<file path="src/design/zcd_pkg.sv">
package zcd_pkg;
	// Byte addresses of the register words
	localparam logic [7:0] ZCD_CONTROL_ADDR = 8'h00;
	localparam logic [7:0] ZCD_STATUS_ADDR = 8'h04;
	localparam logic [7:0] ZCD_MASK_ADDR = 8'h08;
	localparam logic [7:0] ZCD_SYSCFG_ADDR = 8'h0C;
	// Control register fields
	localparam int ZCD_SEN_BIT = 7;
	localparam int ZCD_LEVEL_BIT = 5;
	localparam int ZCD_INV_BIT = 4;
	localparam int ZCD_RISE_BIT = 1;
	localparam int ZCD_FALL_BIT = 0;
	localparam logic [7:0] ZCD_CONTROL_WMASK = 8'h93;
	localparam logic [7:0] ZCD_CONTROL_RESET = 8'h00;
	// Status / mask fields
	localparam int ZCD_FLAG_BIT = 0;
	// System config register fields
	localparam int ZCD_GIE_BIT = 0;
	localparam int ZCD_PRIORITY_SCHEME_ENABLE_BIT = 1;
	localparam int ZCD_PRIO_BIT = 2;
	localparam int ZCD_PMD_BIT = 3;
	localparam logic [3:0] ZCD_SYSCFG_RESET = 4'h0;
endpackage

</file>
<file path="src/design/zcd_logic.sv">
// Decided for this implementation: the APB interface to the registers and the register addresses.
`timescale 1ns/1ns
`default_nettype none
module zcd_logic
	import zcd_pkg::*;
(
	input wire logic mclk,
	input wire logic sys_rst,
	input wire logic psel,
	input wire logic penable,
	input wire logic pwrite,
	input wire logic [7:0] paddr,
	input wire logic [31:0] pwdata,
	output logic [31:0] prdata,
	output logic pready,
	output logic pslverr,
	input wire logic sinkActive,
	input wire logic bootDefaultOffConfig,
	input wire logic sleepMode,
	output logic stageEnable,
	output logic crossingLevelSignal,
	output logic crossingIrq,
	output logic crossingIrqHigh,
	output logic crossingIrqLow
);

	////////////////////////////////////////////////////////////////////////
	typedef struct packed {
		logic syncA;
		logic syncB;
		logic levelPrev;
		logic primed;
		logic swEnable;
		logic invert;
		logic riseEnable;
		logic fallEnable;
		logic eventFlag;
		logic irqMask;
		logic [3:0] sysCfg;
		logic [31:0] rdata;
		logic cfgOff;
		logic cfgTaken;
	} zcd_state_t;

	zcd_state_t state_q;
	zcd_state_t state_d;
	logic level;
	logic riseEdge;
	logic fallEdge;
	logic edgeHit;
	logic access;
	logic wrEn;
	logic rdEn;
	logic [7:0] controlView;
	logic setup;
	logic statusRead;
	logic [31:0] readWord;

	////////////////////////////////////////////////////////////////////////
	// Level path; sleepMode deliberately gates nothing
	assign level = state_q.syncB ^ state_q.invert;
	assign riseEdge = state_q.primed & level & ~state_q.levelPrev;
	assign fallEdge = state_q.primed & ~level & state_q.levelPrev;
	assign edgeHit = (riseEdge & state_q.riseEnable)
		| (fallEdge & state_q.fallEnable);

	// Read data is captured at the setup edge so it stands in the access phase
	assign setup = psel & ~penable;
	assign access = psel & penable;
	assign wrEn = access & pwrite;
	assign rdEn = access & ~pwrite;
	assign statusRead = rdEn & (paddr == ZCD_STATUS_ADDR);
	assign pready = 1'b1;
	assign pslverr = 1'b0;
	assign prdata = state_q.rdata;

	always_comb begin
		controlView = 8'h00;
		controlView[ZCD_SEN_BIT] = state_q.swEnable;
		controlView[ZCD_LEVEL_BIT] = level;
		controlView[ZCD_INV_BIT] = state_q.invert;
		controlView[ZCD_RISE_BIT] = state_q.riseEnable;
		controlView[ZCD_FALL_BIT] = state_q.fallEnable;
	end

	always_comb begin
		readWord = 32'h0000_0000;
		unique case (paddr)
			ZCD_CONTROL_ADDR: readWord = {24'h00_0000, controlView};
			ZCD_STATUS_ADDR: readWord = {31'h0000_0000, state_q.eventFlag};
			ZCD_MASK_ADDR: readWord = {31'h0000_0000, state_q.irqMask};
			ZCD_SYSCFG_ADDR: readWord = {28'h000_0000, state_q.sysCfg};
			default: readWord = 32'h0000_0000;
		endcase
	end

	////////////////////////////////////////////////////////////////////////
	always_comb begin
		state_d = state_q;
		state_d.syncA = sinkActive;
		state_d.syncB = state_q.syncA;
		state_d.levelPrev = level;
		state_d.primed = 1'b1;
		if (!state_q.cfgTaken) begin
			state_d.cfgOff = bootDefaultOffConfig;
			state_d.cfgTaken = 1'b1;
		end
		if (wrEn) begin
			unique case (paddr)
				ZCD_CONTROL_ADDR: begin
					state_d.swEnable = pwdata[ZCD_SEN_BIT];
					state_d.invert = pwdata[ZCD_INV_BIT];
					state_d.riseEnable = pwdata[ZCD_RISE_BIT];
					state_d.fallEnable = pwdata[ZCD_FALL_BIT];
				end
				ZCD_MASK_ADDR: state_d.irqMask = pwdata[ZCD_FLAG_BIT];
				ZCD_SYSCFG_ADDR: state_d.sysCfg = pwdata[3:0];
				default: ;
			endcase
		end
		if (setup && !pwrite) begin
			state_d.rdata = readWord;
		end
		// Only a flag that was reported is cleared; a later set waits
		if (statusRead && state_q.rdata[ZCD_FLAG_BIT]) begin
			state_d.eventFlag = 1'b0;
		end
		if (edgeHit) begin
			state_d.eventFlag = 1'b1;
		end
	end

	always_ff @(posedge mclk) begin
		if (sys_rst) begin
			state_q <= '0;
			state_q.sysCfg <= ZCD_SYSCFG_RESET;
		end else begin
			state_q <= state_d;
		end
	end

	////////////////////////////////////////////////////////////////////////
	always_comb begin
		crossingLevelSignal = level;
		if (!state_q.cfgOff && !bootDefaultOffConfig) begin
			stageEnable = 1'b1;
		end else begin
			stageEnable = state_q.swEnable
				& ~state_q.sysCfg[ZCD_PMD_BIT];
		end
		crossingIrq = state_q.eventFlag & state_q.irqMask
			& state_q.sysCfg[ZCD_GIE_BIT];
		crossingIrqHigh = crossingIrq & (~state_q.sysCfg[ZCD_PRIORITY_SCHEME_ENABLE_BIT]
			| state_q.sysCfg[ZCD_PRIO_BIT]);
		crossingIrqLow = crossingIrq & state_q.sysCfg[ZCD_PRIORITY_SCHEME_ENABLE_BIT]
			& ~state_q.sysCfg[ZCD_PRIO_BIT];
	end

	////////////////////////////////////////////////////////////////////////
	a_edge_sets_flag: assert property (@(posedge mclk) disable iff (sys_rst)
		edgeHit |=> state_q.eventFlag)
		else $error("enabled edge did not set flag");
	a_rise_needs_enable: assert property (@(posedge mclk) disable iff (sys_rst)
		!state_q.eventFlag && riseEdge && !fallEdge && !state_q.riseEnable
		|=> !state_q.eventFlag)
		else $error("rise edge set flag while disabled");
	a_edge_one_cycle: assert property (@(posedge mclk) disable iff (sys_rst)
		riseEdge |=> !riseEdge)
		else $error("rise pulse longer than one cycle");
	a_level_tracks_sync: assert property (@(posedge mclk) disable iff (sys_rst)
		crossingLevelSignal == (state_q.syncB ^ state_q.invert))
		else $error("level does not follow sink and invert");
	a_sync_two_stage: assert property (@(posedge mclk) disable iff (sys_rst)
		$rose(sinkActive) ##1 sinkActive |=> state_q.syncB)
		else $error("synchroniser latency wrong");
	a_irq_gated: assert property (@(posedge mclk) disable iff (sys_rst)
		crossingIrq |-> state_q.eventFlag && state_q.irqMask
		&& state_q.sysCfg[ZCD_GIE_BIT])
		else $error("interrupt without enables");
	a_prio_route: assert property (@(posedge mclk) disable iff (sys_rst)
		!(crossingIrqHigh && crossingIrqLow))
		else $error("both priorities asserted");
	a_pmd_disables: assert property (@(posedge mclk) disable iff (sys_rst)
		state_q.cfgOff && state_q.sysCfg[ZCD_PMD_BIT] |-> !stageEnable)
		else $error("power-off bit ignored");

	////////////////////////////////////////////////////////////////////////
	// Flag set and clear
	a_read_clears_flag: assert property (@(posedge mclk) disable iff (sys_rst)
		statusRead && state_q.rdata[ZCD_FLAG_BIT] && !edgeHit
		|=> !state_q.eventFlag)
		else $error("status read did not clear flag");

	a_flag_sticky: assert property (@(posedge mclk) disable iff (sys_rst)
		state_q.eventFlag && !statusRead
		|=> state_q.eventFlag)
		else $error("flag dropped without a status read");

	a_rise_sets_flag: assert property (@(posedge mclk) disable iff (sys_rst)
		riseEdge && state_q.riseEnable
		|=> state_q.eventFlag)
		else $error("enabled rise edge did not set flag");

	a_fall_sets_flag: assert property (@(posedge mclk) disable iff (sys_rst)
		fallEdge && state_q.fallEnable
		|=> state_q.eventFlag)
		else $error("enabled fall edge did not set flag");

	a_fall_needs_enable: assert property (@(posedge mclk) disable iff (sys_rst)
		!state_q.eventFlag && fallEdge && !state_q.fallEnable
		|=> !state_q.eventFlag)
		else $error("fall edge set flag while disabled");

	a_status_capture: assert property (@(posedge mclk) disable iff (sys_rst)
		setup && !pwrite && paddr == ZCD_STATUS_ADDR
		|=> state_q.rdata[ZCD_FLAG_BIT] == $past(state_q.eventFlag))
		else $error("status read data wrong");

	////////////////////////////////////////////////////////////////////////
	// Level path and edge detectors
	a_sync_first: assert property (@(posedge mclk) disable iff (sys_rst)
		!$past(sys_rst)
		|-> state_q.syncA == $past(sinkActive))
		else $error("first sync stage wrong");

	a_sync_second: assert property (@(posedge mclk) disable iff (sys_rst)
		!$past(sys_rst)
		|-> state_q.syncB == $past(state_q.syncA))
		else $error("second sync stage wrong");

	a_level_prev: assert property (@(posedge mclk) disable iff (sys_rst)
		!$past(sys_rst)
		|-> state_q.levelPrev == $past(level))
		else $error("previous level not one cycle old");

	a_edge_exclusive: assert property (@(posedge mclk) disable iff (sys_rst)
		!(riseEdge && fallEdge))
		else $error("rise and fall in one cycle");

	a_invert_applies: assert property (@(posedge mclk) disable iff (sys_rst)
		$changed(state_q.invert) && $stable(state_q.syncB)
		|-> $changed(crossingLevelSignal))
		else $error("invert select did not flip level");

	a_fall_one_cycle: assert property (@(posedge mclk) disable iff (sys_rst)
		fallEdge |=> !fallEdge)
		else $error("fall pulse longer than one cycle");

	////////////////////////////////////////////////////////////////////////
	// Interrupt routing
	a_irq_complete: assert property (@(posedge mclk) disable iff (sys_rst)
		state_q.eventFlag && state_q.irqMask && state_q.sysCfg[ZCD_GIE_BIT]
		|-> crossingIrq)
		else $error("interrupt missing with all enables");

	a_mask_gates: assert property (@(posedge mclk) disable iff (sys_rst)
		!state_q.irqMask |-> !crossingIrq)
		else $error("interrupt while masked");

	a_high_route: assert property (@(posedge mclk) disable iff (sys_rst)
		crossingIrq
		&& (!state_q.sysCfg[ZCD_PRIORITY_SCHEME_ENABLE_BIT] || state_q.sysCfg[ZCD_PRIO_BIT])
		|-> crossingIrqHigh)
		else $error("high priority interrupt missing");

	a_low_route: assert property (@(posedge mclk) disable iff (sys_rst)
		crossingIrq
		&& state_q.sysCfg[ZCD_PRIORITY_SCHEME_ENABLE_BIT] && !state_q.sysCfg[ZCD_PRIO_BIT]
		|-> crossingIrqLow)
		else $error("low priority interrupt missing");

	////////////////////////////////////////////////////////////////////////
	// Enable gating and register bus
	a_pmd_ignored: assert property (@(posedge mclk) disable iff (sys_rst)
		state_q.cfgTaken && !state_q.cfgOff && !bootDefaultOffConfig
		|-> stageEnable)
		else $error("always-on detector was disabled");

	a_sw_gates_stage: assert property (@(posedge mclk) disable iff (sys_rst)
		state_q.cfgTaken && state_q.cfgOff && !state_q.swEnable
		|-> !stageEnable)
		else $error("stage enabled without software enable");

	a_sw_enables_stage: assert property (@(posedge mclk) disable iff (sys_rst)
		state_q.cfgTaken && state_q.cfgOff && state_q.swEnable
		&& !state_q.sysCfg[ZCD_PMD_BIT]
		|-> stageEnable)
		else $error("software enable ignored");

	a_control_zeros: assert property (@(posedge mclk) disable iff (sys_rst)
		setup && !pwrite && paddr == ZCD_CONTROL_ADDR
		|=> state_q.rdata[31:8] == 24'h00_0000 && !state_q.rdata[6]
		&& state_q.rdata[3:2] == 2'b00)
		else $error("unused control bits not zero");

	a_read_data_stands: assert property (@(posedge mclk) disable iff (sys_rst)
		!(setup && !pwrite)
		|=> $stable(prdata))
		else $error("read data changed outside setup");

endmodule
`default_nettype wire

</file>
<file path="config.mk">
export PLATFORM = sky130hd
export DESIGN_NAME = zcd_logic
export DESIGN_NICKNAME = d
export VERILOG_FILES = /design/src/design/zcd_pkg.sv /design/src/design/zcd_logic.sv
export SDC_FILE = /design/constraint.sdc
export NUM_CORES = 1
export LEC_CHECK = 0
export BUFFER_PORTS_ARGS = -buffer_cell sky130_fd_sc_hd__buf_2
export CAP_MARGIN = 20
export CORE_ASPECT_RATIO = 1.25
export CORE_UTILIZATION = 42
export DETAILED_ROUTE_END_ITERATION = 10
export PLACE_DENSITY = 0.8
export SETUP_SLACK_MARGIN = 0.1
export SLEW_MARGIN = 20
export SYNTH_ARGS = -nofsm -noshare
export SYNTH_HDL_FRONTEND = slang
export SYNTH_SLANG_ARGS = --single-unit
</file>
<file path="constraint.sdc">
create_clock -name mclk -period 1.5 [get_ports mclk]
set_input_delay 0.3 -clock mclk [delete_from_list [all_inputs] [get_ports mclk]]
set_output_delay 0.3 -clock mclk [all_outputs]
set_load 0.005 [all_outputs]
</file>
==> reports/qor.yml, run 1 <==
setup_path:
  crit_cells: 3
  critPathSlowestCell: "dfxtp_2"
  rr_endpoint: "prdata[0]"
  worstSetupPathType: "flop to output port"
  start_kind: "flop"
  reg2reg_setup_slack_ps: 290
  endpoint_kind: "output port"
  worstPathArrival_ps: 1130
  crit_end: "crossingIrqLow"
  cp_cell_sequence: "and3_4 > and3_4 > buf_6"
  path_delay_family: "flip-flops"
  worst-path-max-fanout: 3
  reg2reg_depth: 4
  critPathBufInv: 1
  crit_start: "state_q[34]"
  worst-endpoint-required_ps: 1200
  max_stage_delay_ps: 360
  r2r_start: "state_q[39]"
  cpMostUsedCell: "and3_4"
grt:
  gr-total-overflow: 0
  grt_pass1_wl_mm: 3.75
  grt_pass1_vias: 846
  grt_use_total_pct: 15.0
  antenna_found_initial: 0
  grt_max_degree: 18
die:
  initial_core_util_pct: 44.8
  die_height_um: 65.0
  pin_count: 87
  dieArea_um2: 3400
  die_w_um: 52.4
  rows: 22
  core_area_um2: 2970
synthesis:
  syn_area_per_cell_um2: 9.06
  synth-xor-area-share_pct: 0.657
  syn_area_um2: 1330
  synth_compound_area_share_pct: 8.83
  synth-simple-area-share_pct: 24.4
  ys.flop_type: "dfxtp_1"
  synth_warnings: 0
  synth_top_family_by_area: "simple AND/OR/NAND/NOR gates"
  syn_inst: 147
  synthArstFlopShare_pct: 0
  ys_seq_elements: 23
  ys_seq_area_share_pct: 34.6
  synth_edf_count: 0
  synth_cell_types: 36
  synth_mux_area_share_pct: 7.23
  synth_fa_ha_area_share_pct: 0
layout:
  post-route-cell-area_um2: 1450
  syn_to_final_growth_pct: 8.54
  fin_nets: 223
  multi_input_area_um2: 671
  drive_above_1_share_pct: 33.3
  antenna_cells: 0
  fill_cells: 299
  register_area_um2: 465
cts:
  cts_num_sinks: 23
  clock_path_buffers: 2
  clk_pin_slew_ps: 120
  insertion_delay_ps: 310
  cts_hold_buf: 0
  cts_tree: "built"
  cts_buffers: 3
  cts_root_buffer: "clkbuf_4"
  ctsHtreeMaxLevel: 1
timing:
  post-route-period-util_pct: 95.3
  fmax_ghz: 0.699
  setup-violations-final: 0
  hold_viol: 0
  clock_skew_ps: 0.416
  slew_viol_final: 0
  rsz0062_at_grt: "yes"
  finalSetupTns_ps: 0
  min_period_ps: 1430
  worst_slack_ps: 70.2
job:
  cap_violations: 0
power_and_ir_drop:
  vdd_drop_max_uv: 470
  power_leakage_nw: 0.667
  power_density_nw_per_um2: 706
  p_total_mw: 1.02
placed_design:
  pre_cts_slack_ps: 56.7
  portBuffers: 32
  hpwl_mm: 1.77
  gp_congestion: 0.799
  placed_area_um2: 1360
drt:
  routed_wl_mm: 2.45
  vias: 1004
  avgViaCountPerCell: 4.78
  routedWlPerCell_um: 11.6
  drtIter0Drc: 27
  drt_pass1_iterations: 5
  drt.antenna.violating_nets: 0
  drc_errors: 0
hold_path:
  holdCritPathClass: "input port to flop"
outcome:
  status: "completed"
[routing by layer]
metal / GRT usage (%) / share of wire (%) / up-vias
met2: 24.5 / 51 / 36
li1: - / - / 500
met4: 7.57 / 2.4 / 0
met3: 2.82 / 5.2 / 6
met1: 18.4 / 41 / 462
met5: 0 / 0 / -
[state kept, by name, summed over array words and instances, names as in the netlist]
name / count
state_q: 11
prdata: 7
state_d: 1
controlView: 4
[power breakdown]
| part | total, mW | internal (mW) | switching (mW) | leakage, nW |
|---|---|---|---|---|
| combinational | 0.116 | 0.0439 | 0.0719 | 0.461 |
| clock | 0.284 | 0.0998 | 0.184 | 0.0177 |
| sequential | 0.621 | 0.618 | 0.00316 | 0.189 |
[kinds of logic (layout without fill, tap and decap cells)]
logic type / after synthesis / after routing
compound gates: 17 / 17
xor+xnor: 1 / 1
buf+inv: 46 / 48
flops: 23 / 23
mux: 8 / 8
other cells: 2 / 27
simple gates: 50 / 50
[what timing repair did]
| item | CTS | global route |
|---|---|---|
| pin swaps | 2 | 1 |
| setup buffers | 3 | 1 |
| gates resized for setup | 9 | 1 |
| endpoints found under the setup margin | 3 | 3 |
[cells in the mapped netlist, types with 2 or more instances]
cell      number  area [µm²]
nor4_4         2        42.5
and3_1         5        31.3
nand2_1       15        56.3
nand4_1       10        62.6
clkbuf_1       3        11.3
a311oi_1       2        17.5
a21oi_1        7        35.0
nor2_1         2        7.51
buf_6          2        22.5
dfxtp_1       23         460
mux2i_1        7        70.1
o31ai_1        2        15.0
conb_1         2        7.51
nor2b_1        6        37.5
inv_1          5        18.8
buf_4         34         255
[layout make-up]
class | instances | area share (%)
Inverter | 5 | 1.30
Sequential cell | 23 | 32.2
Multi-Input combinational cell | 103 | 46.4
Tap cell | 36 | 3.11
Clock inverter | 1 | 0.346
Clock buffer | 3 | 1.56
Timing Repair Buffer | 39 | 15.1
[metrics by stage]
stage | utilization [%] | hold WS (ps) | std cells
6_report | 48.7 | 184 | 210
3_5_place_dp | 45.6 | 444 | 202
5_1_grt | 48.7 | 181 | 210
2_1_floorplan | - | 414 | 172
3_3_place_gp | 45.6 | 417 | 202
4_1_cts | 48.4 | 184 | 209
[cells in the final DEF, fill, tap and decap left out, types with 2 or more instances in the layout]
cell      count
o31ai_1       2
buf_4         7
a21oi_1       7
dfxtp_2       4
buf_2        31
nor4_4        2
a311oi_1      2
dfxtp_1      19
nor2b_1       6
and3_1        3
conb_1       27
nor2_1        2
inv_1         5
and3_4        2
nand2_1      15
mux2i_1       7
nand4_1      10
clkbuf_4      3
[worst min path at each step]
stage / startpoint / endpoint / slack [ps] / depth (start not counted)
global route: pwdata[3] / state_q[37] / 180 / 2
finish: sinkActive / state_d[46] / 180 / 2
CTS: sinkActive / state_d[46] / 180 / 2
detailed placement: state_d[46] / state_q[46] / 440 / 1
floorplan: state_d[46] / state_q[46] / 410 / 1
global placement: state_d[46] / state_q[46] / 420 / 1
(Power assumes the default switching activity.)
==> inputs of run 2 (changes only) <==
--- a/config.mk
+++ b/config.mk
@@ -5,12 +5,14 @@
 export SDC_FILE = /design/constraint.sdc
 export NUM_CORES = 1
 export LEC_CHECK = 0
+export ABC_AREA = 1
 export BUFFER_PORTS_ARGS = -buffer_cell sky130_fd_sc_hd__buf_2
 export CAP_MARGIN = 20
 export CORE_ASPECT_RATIO = 1.25
-export CORE_UTILIZATION = 42
+export CORE_UTILIZATION = 38
+export CTS_BUF_LIST = sky130_fd_sc_hd__clkbuf_4
 export DETAILED_ROUTE_END_ITERATION = 10
-export PLACE_DENSITY = 0.8
+export PLACE_DENSITY = 0.77
 export SETUP_SLACK_MARGIN = 0.1
 export SLEW_MARGIN = 20
 export SYNTH_ARGS = -nofsm -noshare
==> constraint.sdc (replaced) <==
create_clock -name mclk -period 1.3 [get_ports mclk]
set_input_delay 0.26 -clock mclk [delete_from_list [all_inputs] [get_ports mclk]]
set_output_delay 0.26 -clock mclk [all_outputs]
set_load 0.005 [all_outputs]
==> reports/qor.yml, run 2 <==
grt:
  grt_pass1_wl_mm: 3.51  # -6.4%
  antenna_found_initial: 0  # unchanged
  grt_max_degree: 14  # -4
  grt_use_total_pct: 13.1  # -1.9 points
  gr-total-overflow: 0  # unchanged
  grt_pass1_vias: 886  # +4.7%
synthesis:
  synth.area.top_cells: "dfxtp_1, buf_4, nand2_1, nor2_1, a21oi_1"
  netlist.area_leader.share_pct: 36.2  # +1.7 points
  ys.flop_type: "dfxtp_1"
  synthMostInstantiatedCell: "buf_4"
  synthArstFlopShare_pct: 0  # unchanged
  syn_inst: 173  # +18%
  syn_area_um2: 1270  # -4.6%
  synth_edf_count: 0  # unchanged
  synth_common_cells: "buf_4, dfxtp_1, nand2_1"
  ys_seq_elements: 23  # unchanged
  syn_area_per_cell_um2: 7.35  # -19%
  synth_cell_types: 24  # -33%
  synth_warnings: 0  # unchanged
  ys_seq_area_share_pct: 36.2  # +1.7 points
  yosysTopAreaCell: "dfxtp_1"
outcome:
  status: "complete, but fails checks"
  violations: "setup timing"
setup_path:
  worst-path-max-fanout: 3  # unchanged
  r2r_start: "controlView[4]"
  crit_end: "crossingIrqLow"
  reg2reg_setup_slack_ps: 220  # -70 ps
  rr_endpoint: "state_q[39]"
  critPathSlowestCell: "dfxtp_4"
  worst-endpoint-required_ps: 1040  # -160 ps
  worstPathArrival_ps: 1050  # -80 ps
  crit_start: "state_q[39]"
  worstSetupPathType: "flop to output port"
  cp_cell_sequence: "nand3_4 > nor3_4 > buf_2"
  endpoint_kind: "output port"
  max_stage_delay_ps: 390  # +30 ps
  start_kind: "flop"
  reg2reg_depth: 5  # +1
power_and_ir_drop:
  p_clk_share_pct: 27.7  # about the same
  seqPwrFrac_pct: 61.4  # +0.6 points
  vdd_drop_max_uv: 531  # +13%
  p_sw_share_pct: 25.2  # -0.22 points
  p_int_mw: 0.871  # +14%
  power_density_nw_per_um2: 800  # +13%
  power_leakage_nw: 0.718  # +7.6%
  combPwrFrac_pct: 10.8  # -0.5 points
  p_sw_mw: 0.293  # +13%
cts:
  cts_num_sinks: 23  # unchanged
  cts_root_buffer: "clkbuf_4"
  cts_tree: "built"
  insertion_delay_ps: 310  # about the same
  cts_hold_buf: 0  # unchanged
  clock_path_buffers: 2  # unchanged
  cts_buffers: 3  # unchanged
  clk_pin_slew_ps: 120  # about the same
  ctsHtreeMaxLevel: 1  # unchanged
layout:
  syn_to_final_growth_pct: 14.5
  antenna_cells: 0  # unchanged
  most-common-layout-cells: "buf_2, conb_1, nand2_1"
  finalNonFillerCells: 242  # +15%
  largest_register_ffs: 11  # unchanged
  fin_nets: 254  # +14%
  final_common_cell: "buf_2"
  largest_register: "state_q"
  post-route-cell-area_um2: 1460  # +0.61%
  drive_above_1_share_pct: 35.1  # +1.8 points
  fill_cells: 342  # +14%
timing:
  post-route-period-util_pct: 100
  hold_viol: 0  # unchanged
  clock_skew_ps: 2.30  # +1.88 ps
  min_period_ps: 1310
  rsz0062_at_grt: "yes"
  setup-violations-final: 1  # +1
  worst_slack_ps: -6.02  # -76.2 ps
  slew_viol_final: 0  # unchanged
  fmax_ghz: 0.766
die:
  pin_count: 87  # unchanged
  dieArea_um2: 3580  # +5.2%
  die_w_um: 53.7  # +2.6%
  core_area_um2: 3190  # +7.4%
  initial_core_util_pct: 39.8  # -5.0 points
  rows: 23  # +4.5%
  die_height_um: 66.7  # +2.6%
drt:
  drtIter0Drc: 5  # -81%
  routed_wl_mm: 2.20  # -10%
  avgViaCountPerCell: 4.37  # -8.6%
  routedWlPerCell_um: 9.07  # -22%
  drc_errors: 0  # unchanged
  drt.antenna.violating_nets: 0  # unchanged
  vias: 1057  # +5.3%
  drt_pass1_iterations: 3  # -2
placed_design:
  placed_area_um2: 1320  # -2.7%
  placed_cells: 233  # +15%
  gp_congestion: 0.819  # +2.5%
  portBuffers: 32  # unchanged
  hpwl_mm: 1.72  # -3.3%
  pre_cts_slack_ps: 43.9  # -12.8 ps
hold_path:
  holdCritPathClass: "input port to flop"
job:
  cap_violations: 0  # unchanged
==> run 2: cell types whose count changed after synthesis, sizes merged, moves of 6 or more <==
cell,previous run,this run
a21oi,7,15
and3,6,0
inv,5,18
mux2i,7,0
nand2,15,25
nand3,1,11
nand4,10,1
nor2,2,23
nor2b,6,0
o21ai,0,13
==> run 2: layout make-up <==
class                   instances  area, µm²  area share (%)
well taps                      37       46.3            3.18
inverters                      19       72.6            4.99
flip-flops and latches         23        482            33.1
multi-input cells             120        614            42.2
repair buffers                 39        213            14.6
clock inverters                 1       5.00           0.344
clock buffers                   3       22.5            1.55
==> run 2: critical path: cells and delay by family, from the launching register on <==
kind / cells / cell delay [ps]
DFF: 1 / 390
and+or+nand+nor: 2 / 220
buffers and inverters: 1 / 140
==> run 2: cell families after synthesis <==
kind of cell | count (synthesis) | share of synthesized area, %
compound gates | 29 | 12.1
xor+xnor | 2 | 1.38
buf+inv | 55 | 26.7
flops | 23 | 36.2
other cells | 2 | 0.591
simple gates | 62 | 23.0
==> run 2: timing repair <==
item	in CTS	in global routing
setup endpoints to repair	5	5
hold endpoints to repair	0	0
gates resized for setup	15	7
pin swaps	2	2
gates cloned	0	0
setup buffers	2	3
==> run 2: worst min-delay path by stage <==
stage / start / to / cells after the start
final: sinkActive / state_d[46] / 3
after global routing: sinkActive / state_d[46] / 3
after CTS: sinkActive / state_d[46] / 3
after detailed placement: state_d[46] / state_q[46] / 2
after global placement: state_d[46] / state_q[46] / 2
after floorplan: sys_rst / state_q[39] / 1
==> run 2: metrics by stage <==
step                      setup TNS, ps  hold slack, ps  power, mW  util, %
after floorplan                       0             329      0.864        -
after global placement                0             391      0.853     41.3
after detailed placement              0             399      0.855     41.3
after CTS                         -11.4             134       1.17     43.9
after global routing              -67.6             141       1.23     45.6
final                             -6.02             144       1.16     45.6
==> run 2: per-layer routing <==
layer	up-vias	part of all wire, %	GRT usage [%]
met3	7	5.2	2.51
li1	546	-	-
met4	0	2.8	6.91
met1	465	41	15.0
met2	39	51	22.2
met5	-	0	0
==> run 2: power groups by stage <==
stage               clock [mW]  sequential [mW]  combinational (mW)
floorplan                    0            0.735               0.129
global placement             0            0.735               0.117
detailed placement           0            0.736               0.119
CTS                      0.331            0.720               0.121
global route             0.363            0.717               0.148
finish                   0.323            0.715               0.126
